<file path="src/verilog/lrxm_pkg.sv">
package lrxm_pkg;

  // Register addresses on the 8-bit register port
  localparam logic [4:0] ADDR_STATUS = 5'h06;
  localparam logic [4:0] ADDR_RX_INFO_ONE = 5'h08;
  localparam logic [4:0] ADDR_RX_INFO_TWO = 5'h09;
  localparam logic [4:0] ADDR_LEN_CTRL = 5'h0a;
  localparam logic [4:0] ADDR_TX_CODE_LOW = 5'h0b;
  localparam logic [4:0] ADDR_TX_CODE_HIGH = 5'h0c;
  localparam logic [4:0] ADDR_UP_CODE_LOW = 5'h0d;
  localparam logic [4:0] ADDR_UP_CODE_HIGH = 5'h0e;
  localparam logic [4:0] ADDR_DN_CODE_LOW = 5'h0f;
  localparam logic [4:0] ADDR_DN_CODE_HIGH = 5'h10;

  // Field positions
  localparam int BIT_ZERO_RUN = 7;
  localparam int BIT_LONG_ZERO_RUN = 6;
  localparam int BIT_SUBST_CODEWORD = 5;
  localparam int BIT_CARRIER_CLEARED = 4;
  localparam int BIT_ALL_ONES_CLEARED = 3;
  localparam int BIT_JITTER_NEAR = 2;
  localparam int LSB_RX_LEVEL = 4;
  localparam int BIT_AUTO_LOOP = 1;
  localparam int BIT_ONE_SECOND = 0;
  localparam int BIT_LOOP_UP = 7;
  localparam int BIT_LOOP_DOWN = 6;
  localparam int LSB_TX_LEN = 6;
  localparam int LSB_UP_LEN = 3;
  localparam int LSB_DN_LEN = 0;

  // Reset value of every writable register
  localparam logic [7:0] REG_RESET = 8'h00;

  // Zero-run thresholds in bits
  localparam logic [4:0] ZERO_RUN_E1 = 5'h04;
  localparam logic [4:0] ZERO_RUN_T1 = 5'h08;
  localparam logic [4:0] ZERO_RUN_LONG = 5'h10;

  // Jitter FIFO margin in bits
  localparam int JA_MARGIN = 4;
  localparam int JA_DEPTH = 32;

  // Line rates and timing, counted in received bits
  localparam int E1_RATE_HZ = 2048000;
  localparam int T1_RATE_HZ = 1544000;
  localparam int INTEG_MS = 48;
  localparam int MS_PER_SEC = 1000;
  localparam int E1_INTEG_BITS = E1_RATE_HZ / MS_PER_SEC * INTEG_MS;
  localparam int T1_INTEG_BITS = T1_RATE_HZ / MS_PER_SEC * INTEG_MS;
  localparam int AUTO_LOOP_SEC = 5;
  localparam int CNT_W = 21;

  // Error budget: window errors allowed are window / ERR_DIV (twice 1e-2)
  localparam int ERR_DIV = 50;
  // Early alignment check at the start of each window
  localparam int HUNT_BITS = 64;
  localparam int HUNT_ERR = 8;

  // Transmit lengths per selector code, and the longest receive length
  localparam logic [4:0] TX_LEN_CODE0 = 5'h05;
  localparam logic [4:0] TX_LEN_CODE1 = 5'h06;
  localparam logic [4:0] TX_LEN_CODE2 = 5'h07;
  localparam logic [4:0] TX_LEN_CODE3 = 5'h10;
  localparam logic [4:0] RX_LEN_MAX = 5'h10;

  typedef struct packed {
    logic rdEn;
    logic wrEn;
    logic [4:0] addr;
    logic [7:0] wrData;
  } lrxm_reg_req_type;

endpackage : lrxm_pkg
</file>
<file path="src/verilog/lrxm_loop_monitor.sv">
`timescale 1ns/10ps
// Contract
// - Zero-run flag latches on 4 (E1) or 8 (T1) zeros, clears on read.
// - Long-zero-run flag latches on 16 or more zeros, clears on read.
// - Substitution codeword flag latches regardless of decode mode, clears on read.
// - Carrier-loss-cleared flag latches when the alarm clears, clears on read.
// - All-ones-cleared flag latches when all-ones ends, clears on read.
// - Jitter flag latches within four bits of FIFO limit, clears on read.
// - Unassigned bits of both info registers carry no meaning; host ignores them.
// - Receive level is a real-time 4-bit code in 2.5 dB steps.
// - Auto loop indicator sets after 5 s loop-up, clears after 5 s loop-down.
// - Auto loop indicator held zero while its enable is low.
// - One-second flag latches each second of received bits, clears on read.
// - Patterns of one to eight or sixteen bits are generated and detected.
// - Loop pattern repeats on the line while transmit enable is set.
// - Two independent detectors, loop-up and loop-down, with separate lengths.
// - Detectors tolerate a bit-error rate of one per hundred bits.
// - After about 48 ms of code the matching detected bit is set.
// - Transmit length 00=5, 01=6/3, 10=7, 11=16/8/4/2/1 bits.
// - Receive length 000..110 = 1..7 bits, 111 = 16/8 bits.
// - Low code register MSB sends first; unused low bits ignored.
module lrxm_loop_monitor #(
  parameter int E1_BITS_PER_SEC = lrxm_pkg::E1_RATE_HZ,
  parameter int T1_BITS_PER_SEC = lrxm_pkg::T1_RATE_HZ,
  parameter int E1_INTEG = lrxm_pkg::E1_INTEG_BITS,
  parameter int T1_INTEG = lrxm_pkg::T1_INTEG_BITS,
  parameter int JITTER_DEPTH = lrxm_pkg::JA_DEPTH
)(
  input wire logic mclk,
  input wire logic rst_n,
  input wire lrxm_pkg::lrxm_reg_req_type regReq,
  output logic [7:0] rdData,
  input wire logic lineStandardSelect,
  input wire logic txLoopCodeEnable,
  input wire logic autoRemoteLoopEnable,
  input wire logic rxClkPin,
  input wire logic rxDataPin,
  input wire logic substCodewordHit,
  input wire logic carrierLoss,
  input wire logic unframedAllOnes,
  input wire logic [7:0] jitterFifoFill,
  input wire logic [3:0] rxLevel,
  input wire logic txBitStrobe,
  output logic txLoopBit,
  output logic autoRemoteLoopActive
);
  import lrxm_pkg::*;

  // one to seven or sixteen bits
  function automatic logic [4:0] rxCodeLen(input logic [2:0] code);
    rxCodeLen = (code == 3'h7) ? RX_LEN_MAX : {2'h0, code} + 5'h01;
  endfunction : rxCodeLen

  function automatic logic [3:0] phaseStep(input logic [3:0] ph, input logic [4:0] len,
                                           input logic [5:0] step);
    logic [5:0] s;
    s = {2'h0, ph} + step;
    if (s >= {1'b0, len})
      s = s - {1'b0, len};
    if (s >= {1'b0, len})
      s = s - {1'b0, len};
    phaseStep = s[3:0];
  endfunction : phaseStep

  ////////////////////////////////////////////////////////////////////////////
  // Pin synchronisers and bit strobe from the recovered receive clock

  logic [2:0] rxClkSync_r;
  logic [1:0] rxDataSync_r;
  logic rxBitStrobe;
  logic rxBit;

  always_ff @(posedge mclk or negedge rst_n)
  begin
    if (!rst_n)
    begin
      rxClkSync_r <= 3'h0;
      rxDataSync_r <= 2'h0;
    end
    else
    begin
      rxClkSync_r <= {rxClkSync_r[1:0], rxClkPin};
      rxDataSync_r <= {rxDataSync_r[0], rxDataPin};
    end
  end

  assign rxBitStrobe = rxClkSync_r[1] & ~rxClkSync_r[2];
  assign rxBit = rxDataSync_r[1];

  ////////////////////////////////////////////////////////////////////////////
  // Writable registers

  logic [7:0] lenCtrl_r, lenCtrl_nxt;
  logic [7:0] txCodeLow_r, txCodeLow_nxt, txCodeHigh_r, txCodeHigh_nxt;
  logic [7:0] rxCodeLow_r [2];
  logic [7:0] rxCodeHigh_r [2];
  logic [7:0] rxCodeLow_nxt [2];
  logic [7:0] rxCodeHigh_nxt [2];

  always_comb
  begin
    lenCtrl_nxt = lenCtrl_r;
    txCodeLow_nxt = txCodeLow_r;
    txCodeHigh_nxt = txCodeHigh_r;
    rxCodeLow_nxt = rxCodeLow_r;
    rxCodeHigh_nxt = rxCodeHigh_r;
    if (regReq.wrEn)
    begin
      if (regReq.addr == ADDR_LEN_CTRL)
        lenCtrl_nxt = regReq.wrData;
      else if (regReq.addr == ADDR_TX_CODE_LOW)
        txCodeLow_nxt = regReq.wrData;
      else if (regReq.addr == ADDR_TX_CODE_HIGH)
        txCodeHigh_nxt = regReq.wrData;
      else if (regReq.addr == ADDR_UP_CODE_LOW)
        rxCodeLow_nxt[0] = regReq.wrData;
      else if (regReq.addr == ADDR_UP_CODE_HIGH)
        rxCodeHigh_nxt[0] = regReq.wrData;
      else if (regReq.addr == ADDR_DN_CODE_LOW)
        rxCodeLow_nxt[1] = regReq.wrData;
      else if (regReq.addr == ADDR_DN_CODE_HIGH)
        rxCodeHigh_nxt[1] = regReq.wrData;
    end
  end

  always_ff @(posedge mclk or negedge rst_n)
  begin
    if (!rst_n)
    begin
      lenCtrl_r <= REG_RESET;
      txCodeLow_r <= REG_RESET;
      txCodeHigh_r <= REG_RESET;
      rxCodeLow_r <= '{REG_RESET, REG_RESET};
      rxCodeHigh_r <= '{REG_RESET, REG_RESET};
    end
    else
    begin
      lenCtrl_r <= lenCtrl_nxt;
      txCodeLow_r <= txCodeLow_nxt;
      txCodeHigh_r <= txCodeHigh_nxt;
      rxCodeLow_r <= rxCodeLow_nxt;
      rxCodeHigh_r <= rxCodeHigh_nxt;
    end
  end

  ////////////////////////////////////////////////////////////////////////////
  // Loop-code transmitter

  logic [3:0] txIdx_r, txIdx_nxt;
  logic txBit_r, txBit_nxt;
  logic [4:0] txLen;
  logic [15:0] txPattern;

  always_comb
  begin
    case (lenCtrl_r[LSB_TX_LEN +: 2])
      2'h0: txLen = TX_LEN_CODE0;
      2'h1: txLen = TX_LEN_CODE1;
      2'h2: txLen = TX_LEN_CODE2;
      default: txLen = TX_LEN_CODE3;
    endcase
    // low register MSB goes out first; short lengths never reach low bits
    // lengths 8, 4, 2 and 1 rely on the host repeating the code in both registers
    txPattern = {txCodeLow_r, txCodeHigh_r};
    txIdx_nxt = txIdx_r;
    txBit_nxt = txBit_r;
    if (!txLoopCodeEnable)
    begin
      txIdx_nxt = 4'h0;
      txBit_nxt = 1'b0;
    end
    else if (txBitStrobe)
    begin
      txBit_nxt = txPattern[4'hf - txIdx_r];
      txIdx_nxt = phaseStep(txIdx_r, txLen, 6'h01);
    end
  end

  always_ff @(posedge mclk or negedge rst_n)
  begin
    if (!rst_n)
    begin
      txIdx_r <= 4'h0;
      txBit_r <= 1'b0;
    end
    else
    begin
      txIdx_r <= txIdx_nxt;
      txBit_r <= txBit_nxt;
    end
  end

  assign txLoopBit = txBit_r;

  chk_tx_idle_low: assert property (@(posedge mclk) disable iff (!rst_n)
    !txLoopCodeEnable |=> !txLoopBit && txIdx_r == 4'h0)
    else $error("loop bit driven while transmit disabled");

  ////////////////////////////////////////////////////////////////////////////
  // Loop-up (0) and loop-down (1) detectors

  logic [3:0] phase_r [2];
  logic [3:0] phase_nxt [2];
  logic [CNT_W-1:0] bitCnt_r [2];
  logic [CNT_W-1:0] bitCnt_nxt [2];
  logic [CNT_W-1:0] errCnt_r [2];
  logic [CNT_W-1:0] errCnt_nxt [2];
  logic [1:0] codeHit_r, codeHit_nxt;
  logic [CNT_W-1:0] integLimit, errLimit;

  assign integLimit = lineStandardSelect ? CNT_W'(T1_INTEG - 1) : CNT_W'(E1_INTEG - 1);
  assign errLimit = lineStandardSelect ? CNT_W'(T1_INTEG / ERR_DIV) : CNT_W'(E1_INTEG / ERR_DIV);

  always_comb
  begin
    logic [4:0] len;
    logic [15:0] pat;
    logic [CNT_W-1:0] errNow;
    len = 5'h00;
    pat = 16'h0000;
    errNow = '0;
    phase_nxt = phase_r;
    bitCnt_nxt = bitCnt_r;
    errCnt_nxt = errCnt_r;
    codeHit_nxt = codeHit_r;
    // each detector with its own code and length field
    for (int d = 0; d < 2; d++)
    begin
      len = rxCodeLen(lenCtrl_r[(d == 0 ? LSB_UP_LEN : LSB_DN_LEN) +: 3]);
      pat = {rxCodeLow_r[d], rxCodeHigh_r[d]};
      if (rxBitStrobe)
      begin
        // count mismatches over a window instead of needing a clean run
        errNow = errCnt_r[d] + CNT_W'(rxBit != pat[4'hf - phase_r[d]]);
        phase_nxt[d] = phaseStep(phase_r[d], len, 6'h01);
        bitCnt_nxt[d] = bitCnt_r[d] + 1'b1;
        errCnt_nxt[d] = errNow;
        if (bitCnt_r[d] == CNT_W'(HUNT_BITS - 1) && errNow > CNT_W'(HUNT_ERR))
        begin
          // Misaligned: slip one bit and restart, so each wrong phase costs only 64 bits
          phase_nxt[d] = phaseStep(phase_r[d], len, 6'h02);
          bitCnt_nxt[d] = '0;
          errCnt_nxt[d] = '0;
          codeHit_nxt[d] = 1'b0;
        end
        // decision at the end of each integration window
        else if (bitCnt_r[d] >= integLimit)
        begin
          codeHit_nxt[d] = (errNow <= errLimit);
          if (errNow > errLimit)
            phase_nxt[d] = phaseStep(phase_r[d], len, 6'h02);
          bitCnt_nxt[d] = '0;
          errCnt_nxt[d] = '0;
        end
      end
    end
  end

  always_ff @(posedge mclk or negedge rst_n)
  begin
    if (!rst_n)
    begin
      phase_r <= '{4'h0, 4'h0};
      bitCnt_r <= '{'0, '0};
      errCnt_r <= '{'0, '0};
      codeHit_r <= 2'h0;
    end
    else
    begin
      phase_r <= phase_nxt;
      bitCnt_r <= bitCnt_nxt;
      errCnt_r <= errCnt_nxt;
      codeHit_r <= codeHit_nxt;
    end
  end

  chk_hit_window_end: assert property (@(posedge mclk) disable iff (!rst_n)
    $rose(codeHit_r[0]) |-> $past(bitCnt_r[0]) >= integLimit && bitCnt_r[0] == '0)
    else $error("loop-up hit outside a window boundary");

  ////////////////////////////////////////////////////////////////////////////
  // Receive monitor flags, one-second timer and auto loop indicator

  logic [4:0] zeroRun_r, zeroRun_nxt;
  logic [7:0] infoFlags_r, infoFlags_nxt;
  logic carrierDly_r, allOnesDly_r;
  logic [CNT_W-1:0] secCnt_r, secCnt_nxt;
  logic secFlag_r, secFlag_nxt;
  logic [1:0] detSticky_r, detSticky_nxt;
  logic [2:0] upSec_r, upSec_nxt, dnSec_r, dnSec_nxt;
  logic autoLoop_r, autoLoop_nxt;
  logic readInfoOne, readInfoTwo, readStatus, secEvent, jitterNear;
  logic [7:0] infoEvents;
  logic [CNT_W-1:0] secLimit;
  logic [4:0] zeroThr;

  assign readInfoOne = regReq.rdEn && regReq.addr == ADDR_RX_INFO_ONE;
  assign readInfoTwo = regReq.rdEn && regReq.addr == ADDR_RX_INFO_TWO;
  assign readStatus = regReq.rdEn && regReq.addr == ADDR_STATUS;
  assign secLimit = lineStandardSelect ? CNT_W'(T1_BITS_PER_SEC - 1) :
                    CNT_W'(E1_BITS_PER_SEC - 1);
  assign secEvent = rxBitStrobe && secCnt_r >= secLimit;
  assign zeroThr = lineStandardSelect ? ZERO_RUN_T1 : ZERO_RUN_E1;
  // near either end of the FIFO
  assign jitterNear = ({1'b0, jitterFifoFill} + 9'(JA_MARGIN) >= 9'(JITTER_DEPTH)) ||
                      (jitterFifoFill <= 8'(JA_MARGIN));

  always_comb
  begin
    zeroRun_nxt = zeroRun_r;
    infoEvents = 8'h00;
    if (rxBitStrobe)
      zeroRun_nxt = rxBit ? 5'h00 : (zeroRun_r == ZERO_RUN_LONG ? zeroRun_r : zeroRun_r + 5'h01);
    infoEvents[BIT_ZERO_RUN] = rxBitStrobe && !rxBit && zeroRun_nxt == zeroThr;
    infoEvents[BIT_LONG_ZERO_RUN] = rxBitStrobe && !rxBit && zeroRun_nxt == ZERO_RUN_LONG;
    // codeword seen regardless of decode mode
    infoEvents[BIT_SUBST_CODEWORD] = substCodewordHit;
    infoEvents[BIT_CARRIER_CLEARED] = carrierDly_r && !carrierLoss;
    infoEvents[BIT_ALL_ONES_CLEARED] = allOnesDly_r && !unframedAllOnes;
    infoEvents[BIT_JITTER_NEAR] = jitterNear;
    infoFlags_nxt = (readInfoOne ? 8'h00 : infoFlags_r) | infoEvents;
    // tick on each second of received bits
    secCnt_nxt = secCnt_r;
    if (rxBitStrobe)
      secCnt_nxt = secEvent ? '0 : secCnt_r + 1'b1;
    secFlag_nxt = (readInfoTwo ? 1'b0 : secFlag_r) | secEvent;
    // latched detected bits, set wins over the status read
    detSticky_nxt = (readStatus ? 2'h0 : detSticky_r) | codeHit_nxt;
    // count whole seconds of continuous detection
    upSec_nxt = upSec_r;
    dnSec_nxt = dnSec_r;
    autoLoop_nxt = autoLoop_r;
    if (secEvent)
    begin
      upSec_nxt = !codeHit_r[0] ? 3'h0 : (upSec_r == 3'(AUTO_LOOP_SEC) ? upSec_r : upSec_r + 3'h1);
      dnSec_nxt = !codeHit_r[1] ? 3'h0 : (dnSec_r == 3'(AUTO_LOOP_SEC) ? dnSec_r : dnSec_r + 3'h1);
    end
    if (dnSec_nxt == 3'(AUTO_LOOP_SEC))
      autoLoop_nxt = 1'b0;
    else if (upSec_nxt == 3'(AUTO_LOOP_SEC))
      autoLoop_nxt = 1'b1;
    // disabled circuitry forces the indicator low
    if (!autoRemoteLoopEnable)
    begin
      upSec_nxt = 3'h0;
      dnSec_nxt = 3'h0;
      autoLoop_nxt = 1'b0;
    end
  end

  always_ff @(posedge mclk or negedge rst_n)
  begin
    if (!rst_n)
    begin
      zeroRun_r <= 5'h00;
      infoFlags_r <= 8'h00;
      carrierDly_r <= 1'b0;
      allOnesDly_r <= 1'b0;
      secCnt_r <= '0;
      secFlag_r <= 1'b0;
      detSticky_r <= 2'h0;
      upSec_r <= 3'h0;
      dnSec_r <= 3'h0;
      autoLoop_r <= 1'b0;
    end
    else
    begin
      zeroRun_r <= zeroRun_nxt;
      infoFlags_r <= infoFlags_nxt;
      carrierDly_r <= carrierLoss;
      allOnesDly_r <= unframedAllOnes;
      secCnt_r <= secCnt_nxt;
      secFlag_r <= secFlag_nxt;
      detSticky_r <= detSticky_nxt;
      upSec_r <= upSec_nxt;
      dnSec_r <= dnSec_nxt;
      autoLoop_r <= autoLoop_nxt;
    end
  end

  assign autoRemoteLoopActive = autoLoop_r;

  chk_zero_run_set: assert property (@(posedge mclk) disable iff (!rst_n)
    rxBitStrobe && !rxBit && zeroRun_r == zeroThr - 5'h01 |=> infoFlags_r[BIT_ZERO_RUN])
    else $error("zero-run flag missed at threshold");

  chk_long_zero_set: assert property (@(posedge mclk) disable iff (!rst_n)
    rxBitStrobe && !rxBit && zeroRun_r == 5'h0f |=> infoFlags_r[BIT_LONG_ZERO_RUN])
    else $error("long zero-run flag missed");

  chk_read_keeps_event: assert property (@(posedge mclk) disable iff (!rst_n)
    readInfoOne && substCodewordHit |=> infoFlags_r[BIT_SUBST_CODEWORD])
    else $error("event lost in the read cycle");

  chk_read_clears: assert property (@(posedge mclk) disable iff (!rst_n)
    readInfoOne && !jitterNear |=> !infoFlags_r[BIT_JITTER_NEAR])
    else $error("jitter flag not cleared by read");

  chk_carrier_clear: assert property (@(posedge mclk) disable iff (!rst_n)
    $fell(carrierLoss) |-> ##1 infoFlags_r[BIT_CARRIER_CLEARED])
    else $error("carrier-loss clear not latched");

  chk_sec_tick: assert property (@(posedge mclk) disable iff (!rst_n)
    secEvent |=> secFlag_r && secCnt_r == '0)
    else $error("one-second tick not latched");

  chk_auto_loop_off: assert property (@(posedge mclk) disable iff (!rst_n)
    !autoRemoteLoopEnable |=> !autoRemoteLoopActive)
    else $error("auto loop indicator set while disabled");

  chk_auto_loop_rise: assert property (@(posedge mclk) disable iff (!rst_n)
    $rose(autoRemoteLoopActive) |-> $past(secEvent) && upSec_r == 3'(AUTO_LOOP_SEC))
    else $error("auto loop indicator rose without five seconds");

  ////////////////////////////////////////////////////////////////////////////
  // Read port: data registered one cycle after the read strobe

  logic [7:0] rdData_r, rdData_nxt;

  always_comb
  begin
    rdData_nxt = rdData_r;
    if (regReq.rdEn)
    begin
      if (regReq.addr == ADDR_RX_INFO_ONE)
        rdData_nxt = infoFlags_r;
      else if (regReq.addr == ADDR_RX_INFO_TWO)
        rdData_nxt = {rxLevel, 2'h0, autoLoop_r, secFlag_r};
      else if (regReq.addr == ADDR_STATUS)
        rdData_nxt = {detSticky_r[0], detSticky_r[1], 6'h00};
      else if (regReq.addr == ADDR_LEN_CTRL)
        rdData_nxt = lenCtrl_r;
      else if (regReq.addr == ADDR_TX_CODE_LOW)
        rdData_nxt = txCodeLow_r;
      else if (regReq.addr == ADDR_TX_CODE_HIGH)
        rdData_nxt = txCodeHigh_r;
      else if (regReq.addr == ADDR_UP_CODE_LOW)
        rdData_nxt = rxCodeLow_r[0];
      else if (regReq.addr == ADDR_UP_CODE_HIGH)
        rdData_nxt = rxCodeHigh_r[0];
      else if (regReq.addr == ADDR_DN_CODE_LOW)
        rdData_nxt = rxCodeLow_r[1];
      else if (regReq.addr == ADDR_DN_CODE_HIGH)
        rdData_nxt = rxCodeHigh_r[1];
      else
        rdData_nxt = 8'h00;
    end
  end

  always_ff @(posedge mclk or negedge rst_n)
  begin
    if (!rst_n)
      rdData_r <= 8'h00;
    else
      rdData_r <= rdData_nxt;
  end

  assign rdData = rdData_r;

  chk_level_read: assert property (@(posedge mclk) disable iff (!rst_n)
    readInfoTwo |=> rdData[7:4] == $past(rxLevel) && rdData[3:2] == 2'h0)
    else $error("receive level read back wrong");

endmodule : lrxm_loop_monitor

</file>
<file path="config.mk">
export PLATFORM = sky130hd
export DESIGN_NAME = lrxm_loop_monitor
export DESIGN_NICKNAME = d
export VERILOG_FILES = /design/src/verilog/lrxm_pkg.sv /design/src/verilog/lrxm_loop_monitor.sv
export SDC_FILE = /design/constraint.sdc
export NUM_CORES = 1
export LEC_CHECK = 0
export ABC_AREA = 0
export BUFFER_PORTS_ARGS = -buffer_cell sky130_fd_sc_hd__buf_2
export CORE_ASPECT_RATIO = 1.75
export CORE_MARGIN = 2
export CORE_UTILIZATION = 60
export DETAILED_ROUTE_END_ITERATION = 10
export PLACE_DENSITY = 0.76
export SLEW_MARGIN = 10
export SYNTH_ARGS = -nofsm -noshare
export SYNTH_HDL_FRONTEND = slang
export SYNTH_SLANG_ARGS = --single-unit
</file>
<file path="constraint.sdc">
create_clock -name mclk -period 6.5 [get_ports mclk]
set_input_delay 0.65 -clock mclk [delete_from_list [all_inputs] [get_ports mclk]]
set_output_delay 0.65 -clock mclk [all_outputs]
set_load 0.05 [all_outputs]
</file>
# --- Word-level counts from Yosys, hierarchy flattened ---
# Cells that the tools add are included.
op_classes:
  muxes: 93
  reduce_logical: 23
  n_bitwise: 11
  magnitude_cmp: 26
  addsub: 31
  eq_ne: 27
ops:
  columns: ["operator", "count"]
  rows:
  - ["21-bit two-way mux", 9]
  - ["6-bit two-way mux", 21]
  - ["8-bit two-way mux", 11]
  - ["4-bit two-way mux", 16]
  - ["21-bit by 1-bit adder with 21-bit output, second input constant", 3]
  - ["21-bit by 1-bit adder with 21-bit output", 2]
  - ["21-bit by 6-bit == test with 1-bit output, second input constant", 2]
  - ["21-bit by 17-bit >= comparator with 1-bit output", 2]
  - ["6-bit by 5-bit >= comparator with 1-bit output", 7]
  - ["21-bit by 11-bit > comparator with 1-bit output", 2]
  - ["21-bit by 4-bit > comparator with 1-bit output, second input constant", 2]
  - ["21-bit by 11-bit <= comparator with 1-bit output", 2]
  - ["5-bit by 4-bit == test with 1-bit output, second input constant", 8]
  - ["5-bit by 5-bit subtractor with 6-bit output", 5]
  - ["4-bit subtractor", 7]
  - ["5-bit >= comparator", 5]
  - ["5-bit two-way mux", 5]
  - ["3-bit two-way mux", 8]
  - ["21-bit >= comparator", 1]
  - ["20-bit two-way mux", 1]
  - ["3-bit == test, second input constant", 6]
  - ["4-bit by 1-bit adder with 5-bit output, second input constant", 3]
  - ["5-bit == test, second input constant", 3]
  - ["4-bit by 5-bit < comparator with 1-bit output, second input constant", 3]
  - ["37 further kinds", 77]
totals:
  out_inout_bits: 10
  register_bits: 214
  inputBits: 38

# --- Logic depth before layout (Yosys ltp) ---
# Gate-level depths: netlist of run 1.
depth:
  ltp_word: 15
  depth_mapped: 22
  depth_no_buf: 21

# --- Worst setup path before layout of run 1 ---
# OpenSTA, ideal clock, no wires.
synth_timing:
  path_type: "register -> register"
  from: "register lenCtrl_r[3]"
  to: "register phase_r[6] (netlist name)"
  setup_slack_ns: 1.996
  path_stages_with_launch: 21
  required_time_ns: 6.418
  synth_period_minus_slack_ns: 4.504
  arrival_time_ns: 4.422
  cell_sequence: "dfrtp_1 ha_1 ha_1 inv_1 nand4_1 ha_1 and4b_1 or2_2 o32a_1 clkbuf_1 o21ai_0 inv_1 ha_1 nand2_1 nand2_1 a21oi_1 nor2_1 a2111oi_2 mux2i_1 a41o_1 a31oi_1"
synth_between:
  elab_chain_cells: 13
  word_cells_on_any_way: 28
  cone_classes: "add/sub (6); order compare (5); eq/ne (1); mux (16)"
synth_rtl:
  columns: ["element", "line", "rtl"]
  rows:
  - ["start: declaration", "lrxm_loop_monitor.sv:93", "logic [7:0] lenCtrl_r, lenCtrl_nxt;"]
  - ["start signal: assignment", "lrxm_loop_monitor.sv:138", "lenCtrl_r <= lenCtrl_nxt;"]
  - ["3-bit by 1-bit adder with 4-bit output or 3-bit == test (tied branches)", "lrxm_loop_monitor.sv:51", "rxCodeLen = (code == 3'h7) ? RX_LEN_MAX : {2'h0, code} + 5'h01;"]
  - ["5-bit two-way mux *", "lrxm_loop_monitor.sv:51", null]
  - ["5-bit by 5-bit subtractor with 6-bit output or 5-bit >= comparator (tied branches)", "lrxm_loop_monitor.sv:59, lrxm_loop_monitor.sv:58", null]
  - ["6-bit two-way mux", "lrxm_loop_monitor.sv:58", "if (s >= {1'b0, len})"]
  - ["6-bit two-way mux", "lrxm_loop_monitor.sv:250", "if (errNow > errLimit)"]
  - ["6-bit two-way mux", "lrxm_loop_monitor.sv:247", "else if (bitCnt_r[d] >= integLimit)"]
  - ["6-bit two-way mux", "lrxm_loop_monitor.sv:238", "if (bitCnt_r[d] == CNT_W'(HUNT_BITS - 1) && errNow > CNT_W'(HUNT_ERR))"]
  - ["6-bit two-way mux", "lrxm_loop_monitor.sv:231", "if (rxBitStrobe)"]
  - ["6-bit by 5-bit >= comparator with 1-bit output or 4-bit subtractor (tied branches)", "lrxm_loop_monitor.sv:60, lrxm_loop_monitor.sv:61", null]
  - ["4-bit two-way mux", "lrxm_loop_monitor.sv:60", "if (s >= {1'b0, len})"]
  - ["4-bit two-way mux", "lrxm_loop_monitor.sv:250", null]
  - ["4-bit two-way mux", "lrxm_loop_monitor.sv:247", null]
  - ["4-bit two-way mux *", "lrxm_loop_monitor.sv:238", null]
  - ["end signal: assignment", "lrxm_loop_monitor.sv:263", "phase_r <= '{4'h0, 4'h0};"]
  - ["end signal: assignment", "lrxm_loop_monitor.sv:270", "phase_r <= phase_nxt;"]
  - ["end: declaration", "lrxm_loop_monitor.sv:202", "logic [3:0] phase_r [2];"]
# Mark *: on every way between the ends. The rest lies on a longest branch, timed or not. The select of a mux whose other input is x is not followed.
# A chain may end at the register's enable or synchronous reset.

# --- Final worst setup path of run 1 ---
layout_timing:
  from: "register phase_r[0] (netlist name)"
  to: "register bitCnt_r[2] (netlist name)"
layout_between:
  elab_chain_cells: 8
layout_rtl:
  columns: ["element", "line", "rtl"]
  rows:
  - ["4-bit subtractor", "lrxm_loop_monitor.sv:234", "errNow = errCnt_r[d] + CNT_W'(rxBit != pat[4'hf - phase_r[d]]);"]
  - ["1-bit binary-select mux with 4-bit select", "lrxm_loop_monitor.sv:234", null]
  - ["1-bit two-way mux (not written as such)", "lrxm_loop_monitor.sv:234", null]
  - ["1-bit inequality test", "lrxm_loop_monitor.sv:234", null]
  - ["21-bit by 1-bit adder with 21-bit output", "lrxm_loop_monitor.sv:234", null]
  - ["21-bit by 4-bit > comparator with 1-bit output", "lrxm_loop_monitor.sv:238", null]
  - ["1-bit logical AND", "lrxm_loop_monitor.sv:238", null]
  - ["21-bit two-way mux", "lrxm_loop_monitor.sv:238", null]
  - ["end signal: assignment", "lrxm_loop_monitor.sv:264", "bitCnt_r <= '{'0, '0};"]
  - ["end signal: assignment", "lrxm_loop_monitor.sv:271", "bitCnt_r <= bitCnt_nxt;"]
  - ["end: declaration", "lrxm_loop_monitor.sv:204", "logic [CNT_W-1:0] bitCnt_r [2];"]
# Every way passes these cells. The select of a mux whose other input is x is not followed.

==> results.toml, run 1 <==
[status]
status = "finished clean"

[yosys]
syn_area_um2 = 14800
synth_edf_count = 0
synth_cell_type_count = 85
synth_area_leader_cell = "dfrtp_1"
seq_area_frac_synth_pct = 35.9
syn_inst = 1575
yosys_warnings = 0
synth_area_leaders = "dfrtp_1, ha_1, mux2_2"
syn_area_per_cell_um2 = 9.39
syn_nets = 1722
synth_top_cell_area_share_pct = 35.9
yosysMostFrequentCell = "dfrtp_1"
synth_async_sr_flop_share_pct = 100
synth_flop_cell = "dfrtp_1"
ys_top_cells_by_count = "dfrtp_1, nand2_1, nor2_1, ha_1, o21ai_0"
synth-seq-cells = 212

[clocking]
h-tree-depth = 1
root_buffer = "clkbuf_16"
path_clk_slew_ns = 0.07
clkLatencyLatePin_ns = 0.53
cts-buffers-inserted = 21
cts_resized = 0
cts_buffer_depth = 3
clock_sinks = 212
cts_setup_buffers = 0
tritoncts = "yes"
cts-hold-fix-buffers = 0

[worst_setup_path]
cp_slowest_cell = "nor4_1"
cpPeakStageDelay_ns = 0.60
crit_path_end_kind = "register"
arrival_ns = 5.81
critPathBufInv = 1
cp.required_ns = 6.97
crit_chain = "mux4_2 > mux4_2 > xor2_1 > ha_1 > ha_1 > nand4_1 > nor4_1 > mux2i_1 > o2111ai_1 > nor3_2 > o21ai_2 > buf_4 > nor2_4 > a22o_1"
path_delay_family = "simple AND/OR/NAND/NOR gates"
crit_type = "reg2reg"
cp_max_fo = 25
cp-start-kind = "register"

[pwr]
total_power_mw = 7.07
p_sw_mw = 2.95
power_density_nw_per_um2 = 444
pwr-share-clk_pct = 18.4
p_int_mw = 4.12
p_leak_nw = 7.09
pwr-share-comb_pct = 55.1
seqPwrFrac_pct = 26.6
switching_share_pct = 41.7
peakVddDrop_v = 0.000332

[finish]
n_fill_cell = 2003
area_growth_syn_to_layout_pct = 7.52
drive_gt1_share_pct = 13.0
finalInstanceArea_um2 = 15900
nNetsFinal = 1730
fin_cells = 1910
antenna_cells = 0
post-route-util_pct = 65.1

[sta]
finClkSkew_ns = 0.0254
worst_slack_ns = 1.16
worst_pin_slew_ns = 1.13
setup_tns_ns = 0
drv_slew = 0
timing.hold.ws_ns = 0.0384
layout_min_cycle_time_ns = 5.34
max_freq_mhz = 187
setup_viol = 0
slew_headroom_pct = 24.4
post-route-period-util_pct = 82.2
final_hold_viol_count = 0
rsz0062_at_grt = "false"

[detailed_routing]
firstDrtPassIters = 7
antenna_left = 0
drc = 0
totalWireLength_um = 37800
dr.first_iter.drc_count = 668
via_count = 12500
wl_per_cell_um = 19.8
vias_per_cell = 6.54

[global_route]
grt_pass1_vias = 12900
grt_antenna_before_repair = 0
grt_pass1_wl_um = 62300
grt_usage_pct = 29.9
grt_overflow = 0
grt_max_degree = 78

[floorplan]
die_y_um = 212
start_util_pct = 60.5
rows = 76
die_w_um = 123
design.die.area_um2 = 26000
core-area_um2 = 24400
pin_count = 48

[place]
dp_hpwl_um = 27600
io_buffer_count = 47
dpl_cell_area_um2 = 15200
globalplace.congestion = 0.959
preCtsSetupSlack_ns = 1.17
place_inst = 1872

[min_path]
hold_class = "in2async"

[flow_run]
cap_viol_max_count = 0
power groups by stage:
stage / registers [mW] / logic, mW / clock network, mW
CTS: 1.87 / 3.88 / 1.31
global route: 1.91 / 4.36 / 1.37
detailed placement: 1.89 / 3.84 / 0
finish: 1.88 / 3.89 / 1.30
floorplan: 1.76 / 3.13 / 0
global placement: 1.88 / 3.72 / 0
logic make-up (layout without fill, tap and decap cells):
group | count (synthesis) | count (layout) | synth area share (%)
DFF | 212 | 212 | 35.9
xor gates and xnor gates | 68 | 68 | 4.03
and+or+nand+nor | 537 | 537 | 18.7
muxes | 112 | 112 | 9.45
buffers and inverters | 142 | 165 | 4.08
AOI/OAI and AO/OA | 394 | 394 | 18.1
adders and majority gates | 110 | 110 | 9.79
cells in the final DEF (no fill, tap or decap), drive strengths merged, types with 26 or more instances in the layout:
cell type,count
a21oi,54
a22o,29
a31oi,62
and3,35
buf,59
clkbuf,28
dfrtp,212
ha,99
inv,69
mux2,71
mux2i,26
nand2,137
nand3,61
nor2,113
nor3,30
nor4,26
o21ai,97
xnor2,40
xor2,28
worst reg2reg max path: stages, from the launching register on:
cell       delay (ns)
dfrtp_1          0.57
mux4_2           0.55
mux4_2           0.51
xor2_1           0.16
ha_1             0.36
ha_1             0.37
nand4_1          0.34
nor4_1           0.60
mux2i_1          0.29
o2111ai_1        0.20
nor3_2           0.25
o21ai_2          0.17
buf_4            0.26
nor2_4           0.41
a22o_1           0.24
registers in the layout, summed over array words and instances, names as in the netlist, 6 cells and up:
signal and flops:
infoFlags_r 6, phase_r 8, secCnt_r 21, txCodeHigh_r 8, rdData 8, errCnt_r 42, bitCnt_r 42, txCodeLow_r 8
lenCtrl_r 8, rxCodeHigh_r 16, rxCodeLow_r 16
cell type report:
| type | instances | area (um2) | share of cell area (%) |
|---|---|---|---|
| Multi-Input combinational cell | 1221 | 8900 | 56.0 |
| Sequential cell | 212 | 5310 | 33.4 |
| Clock buffer | 28 | 572 | 3.60 |
| Tap cell | 312 | 390 | 2.45 |
| Timing Repair Buffer | 59 | 335 | 2.11 |
| Inverter | 68 | 255 | 1.60 |
| Clock inverter | 10 | 145 | 0.913 |
metal layers:
| metal | routed length (um) | global-route usage (%) |
|---|---|---|
| met5 | 0 | 0 |
| met2 | 20400 | 55.7 |
| met1 | 14000 | 32.1 |
| met4 | 2100 | 16.7 |
| met3 | 1360 | 2.96 |
final timing paths:
| kind | end | cells after the start | slack, ns | from |
|---|---|---|---|---|
| min reg2reg | rxDataSync_r[1] | 0 | 0.35 | rxDataSync_r[0] |
| min in group mclk | rxClkSync_r[0] | 1 | 0.22 | rxClkPin |
| min | secCnt_r[17] | 1 | 0.04 | rst_n |
| max | bitCnt_r[2] | 14 | 1.16 | phase_r[0] |
| max in group asynchronous | txCodeLow_r[6] | 2 | 5.05 | rst_n |
| max reg2reg | bitCnt_r[2] | 14 | 1.16 | phase_r[0] |
Note: power is estimated with default switching activity, not from simulation.
==> run 2, diff against run 1 <==
--- a/config.mk
+++ b/config.mk
@@ -9,9 +9,9 @@
 export BUFFER_PORTS_ARGS = -buffer_cell sky130_fd_sc_hd__buf_2
 export CORE_ASPECT_RATIO = 1.75
 export CORE_MARGIN = 2
-export CORE_UTILIZATION = 60
+export CORE_UTILIZATION = 58
 export DETAILED_ROUTE_END_ITERATION = 10
-export PLACE_DENSITY = 0.76
+export PLACE_DENSITY = 0.77
 export SLEW_MARGIN = 10
 export SYNTH_ARGS = -nofsm -noshare
 export SYNTH_HDL_FRONTEND = slang
==> constraint.sdc (replaced) <==
create_clock -name mclk -period 4.5 [get_ports mclk]
set_input_delay 0.45 -clock mclk [delete_from_list [all_inputs] [get_ports mclk]]
set_output_delay 0.45 -clock mclk [all_outputs]
set_load 0.05 [all_outputs]
==> results.toml, run 2 (synthesis gave the netlist of run 1 again) <==
[detailed_routing]
antenna_left = 0
vias_per_cell = 6.56
via_count = 13000
wl_per_cell_um = 20.1
totalWireLength_um = 39800
drc = 0
firstDrtPassIters = 7
dr.first_iter.drc_count = 896

[flow_run]
cap_viol_max_count = 0

[sta]
worst_pin_slew_ns = 1.18
setup_tns_ns = -0.0240
max_freq_mhz = 221
drv_slew = 0
finClkSkew_ns = 0.0193
layout_min_cycle_time_ns = 4.52
setup_viol = 1
rsz0062_at_grt = "true"
slew_headroom_pct = 20.8
timing.hold.ws_ns = 0.0149
post-route-period-util_pct = 101
worst_slack_ns = -0.0240
final_hold_viol_count = 0

[floorplan]
rows = 77
die_y_um = 215
design.die.area_um2 = 26800
start_util_pct = 58.8
core-area_um2 = 25100
pin_count = 48
die_w_um = 125

[clocking]
h-tree-depth = 1
cts_buffer_depth = 3
root_buffer = "clkbuf_16"
tritoncts = "yes"
clock_sinks = 212
cts-buffers-inserted = 22
path_clk_slew_ns = 0.07
clkLatencyLatePin_ns = 0.54

[worst_setup_path]
cp_slowest_cell = "mux4_2"
cpPeakStageDelay_ns = 0.52
crit_path_end_kind = "register"
arrival_ns = 4.95
crit_type = "reg2reg"
cp_max_fo = 7
crit_chain = "mux4_2 > mux4_2 > xor2_1 > ha_2 > ha_4 > buf_6 > nand3_4 > nor2_4 > nand2_4 > xnor2_4 > ha_4 > nand4_1 > nor4_2 > nand3_1 > and4_1 > o31ai_2 > buf_4 > a31oi_4 > a22o_1"
critPathBufInv = 2
cp-start-kind = "register"
cp.required_ns = 4.92
path_delay_family = "simple AND/OR/NAND/NOR gates"

[finish]
drive_gt1_share_pct = 20.5
post-route-util_pct = 67.2
nNetsFinal = 1802
layout_common_cells = "dfrtp_1, nand2_1, nor2_1"
final_common_cell = "dfrtp_1"
finalInstanceArea_um2 = 16900
fin_cells = 1986
antenna_cells = 0
area_growth_syn_to_layout_pct = 14.2
reg.largest.list = "bitCnt_r: 42 flops, errCnt_r: 42 flops, secCnt_r: 21 flops"

[global_route]
grt_overflow = 0
grt_usage_pct = 28.5
grt_max_degree = 109
grt_antenna_before_repair = 0
grt_pass1_vias = 13000
grt_pass1_wl_um = 63400

[place]
globalplace.congestion = 0.970
dpl_cell_area_um2 = 15600
io_buffer_count = 47
dp_hpwl_um = 28100
preCtsSetupSlack_ns = -0.0724
place_inst = 1931

[pwr]
p_leak_nw = 7.50
power_density_nw_per_um2 = 663
total_power_mw = 11.2
peakVddDrop_v = 0.000692

[status]
status = "finished with violations"
violations = "setup timing"

[min_path]
hold_class = "in2reg"
-- run 2: cell types whose count changed in the layout (fill, tap and decap cells not counted), moves of 6 or more --
cell,before,now
ha_2,0,6
nor2_1,112,106
buf_4,12,76
ha_1,99,88
-- run 2: layout make-up --
type,count,area (um2)
inverters,68,255
repair buffers,129,900
fillers,1941,8250
well taps,316,395
clock buffers,26,576
clock inverters,13,141
multi-input cells,1222,9320
flip-flops and latches,212,5310
-- run 2: power breakdown --
group / switching (mW) / internal, mW
clock network: 0.821 / 1.04
logic: 3.41 / 3.24
registers: 0.452 / 2.24
-- run 2: repair_timing --
action                     in CTS  in global routing
pin swaps                       3                 27
hold endpoints to repair        1                  0
setup buffers                   3                 11
hold buffers                    1                  0
cloned                          0                  1
resized for setup               3                 87
setup endpoints to repair      13                 89
-- run 2: routing by layer --
| metal | wire length (um) | up-vias | track usage [%] |
|---|---|---|---|
| li1 | - | 6010 | - |
| met1 | 14400 | 6384 | 31.3 |
| met2 | 21100 | 477 | 53.1 |
| met3 | 1890 | 167 | 2.66 |
| met4 | 2480 | 0 | 15.9 |
| met5 | 0 | - | 0 |
-- run 2: final timing paths --
| check | start | depth (start not counted) | end | slack (ns) |
|---|---|---|---|---|
| min reg2reg | rxDataSync_r[0] | 0 | rxDataSync_r[1] | 0.35 |
| max reg2reg | phase_r[0] | 19 | phase_r[2] | -0.02 |
| min | rxClkPin | 1 | rxClkSync_r[0] | 0.01 |
| max in group asynchronous | rst_n | 3 | bitCnt_r[25] | 2.84 |
| max | phase_r[0] | 19 | phase_r[2] | -0.02 |
| min in group asynchronous | rst_n | 2 | upSec_r[2] | 0.54 |
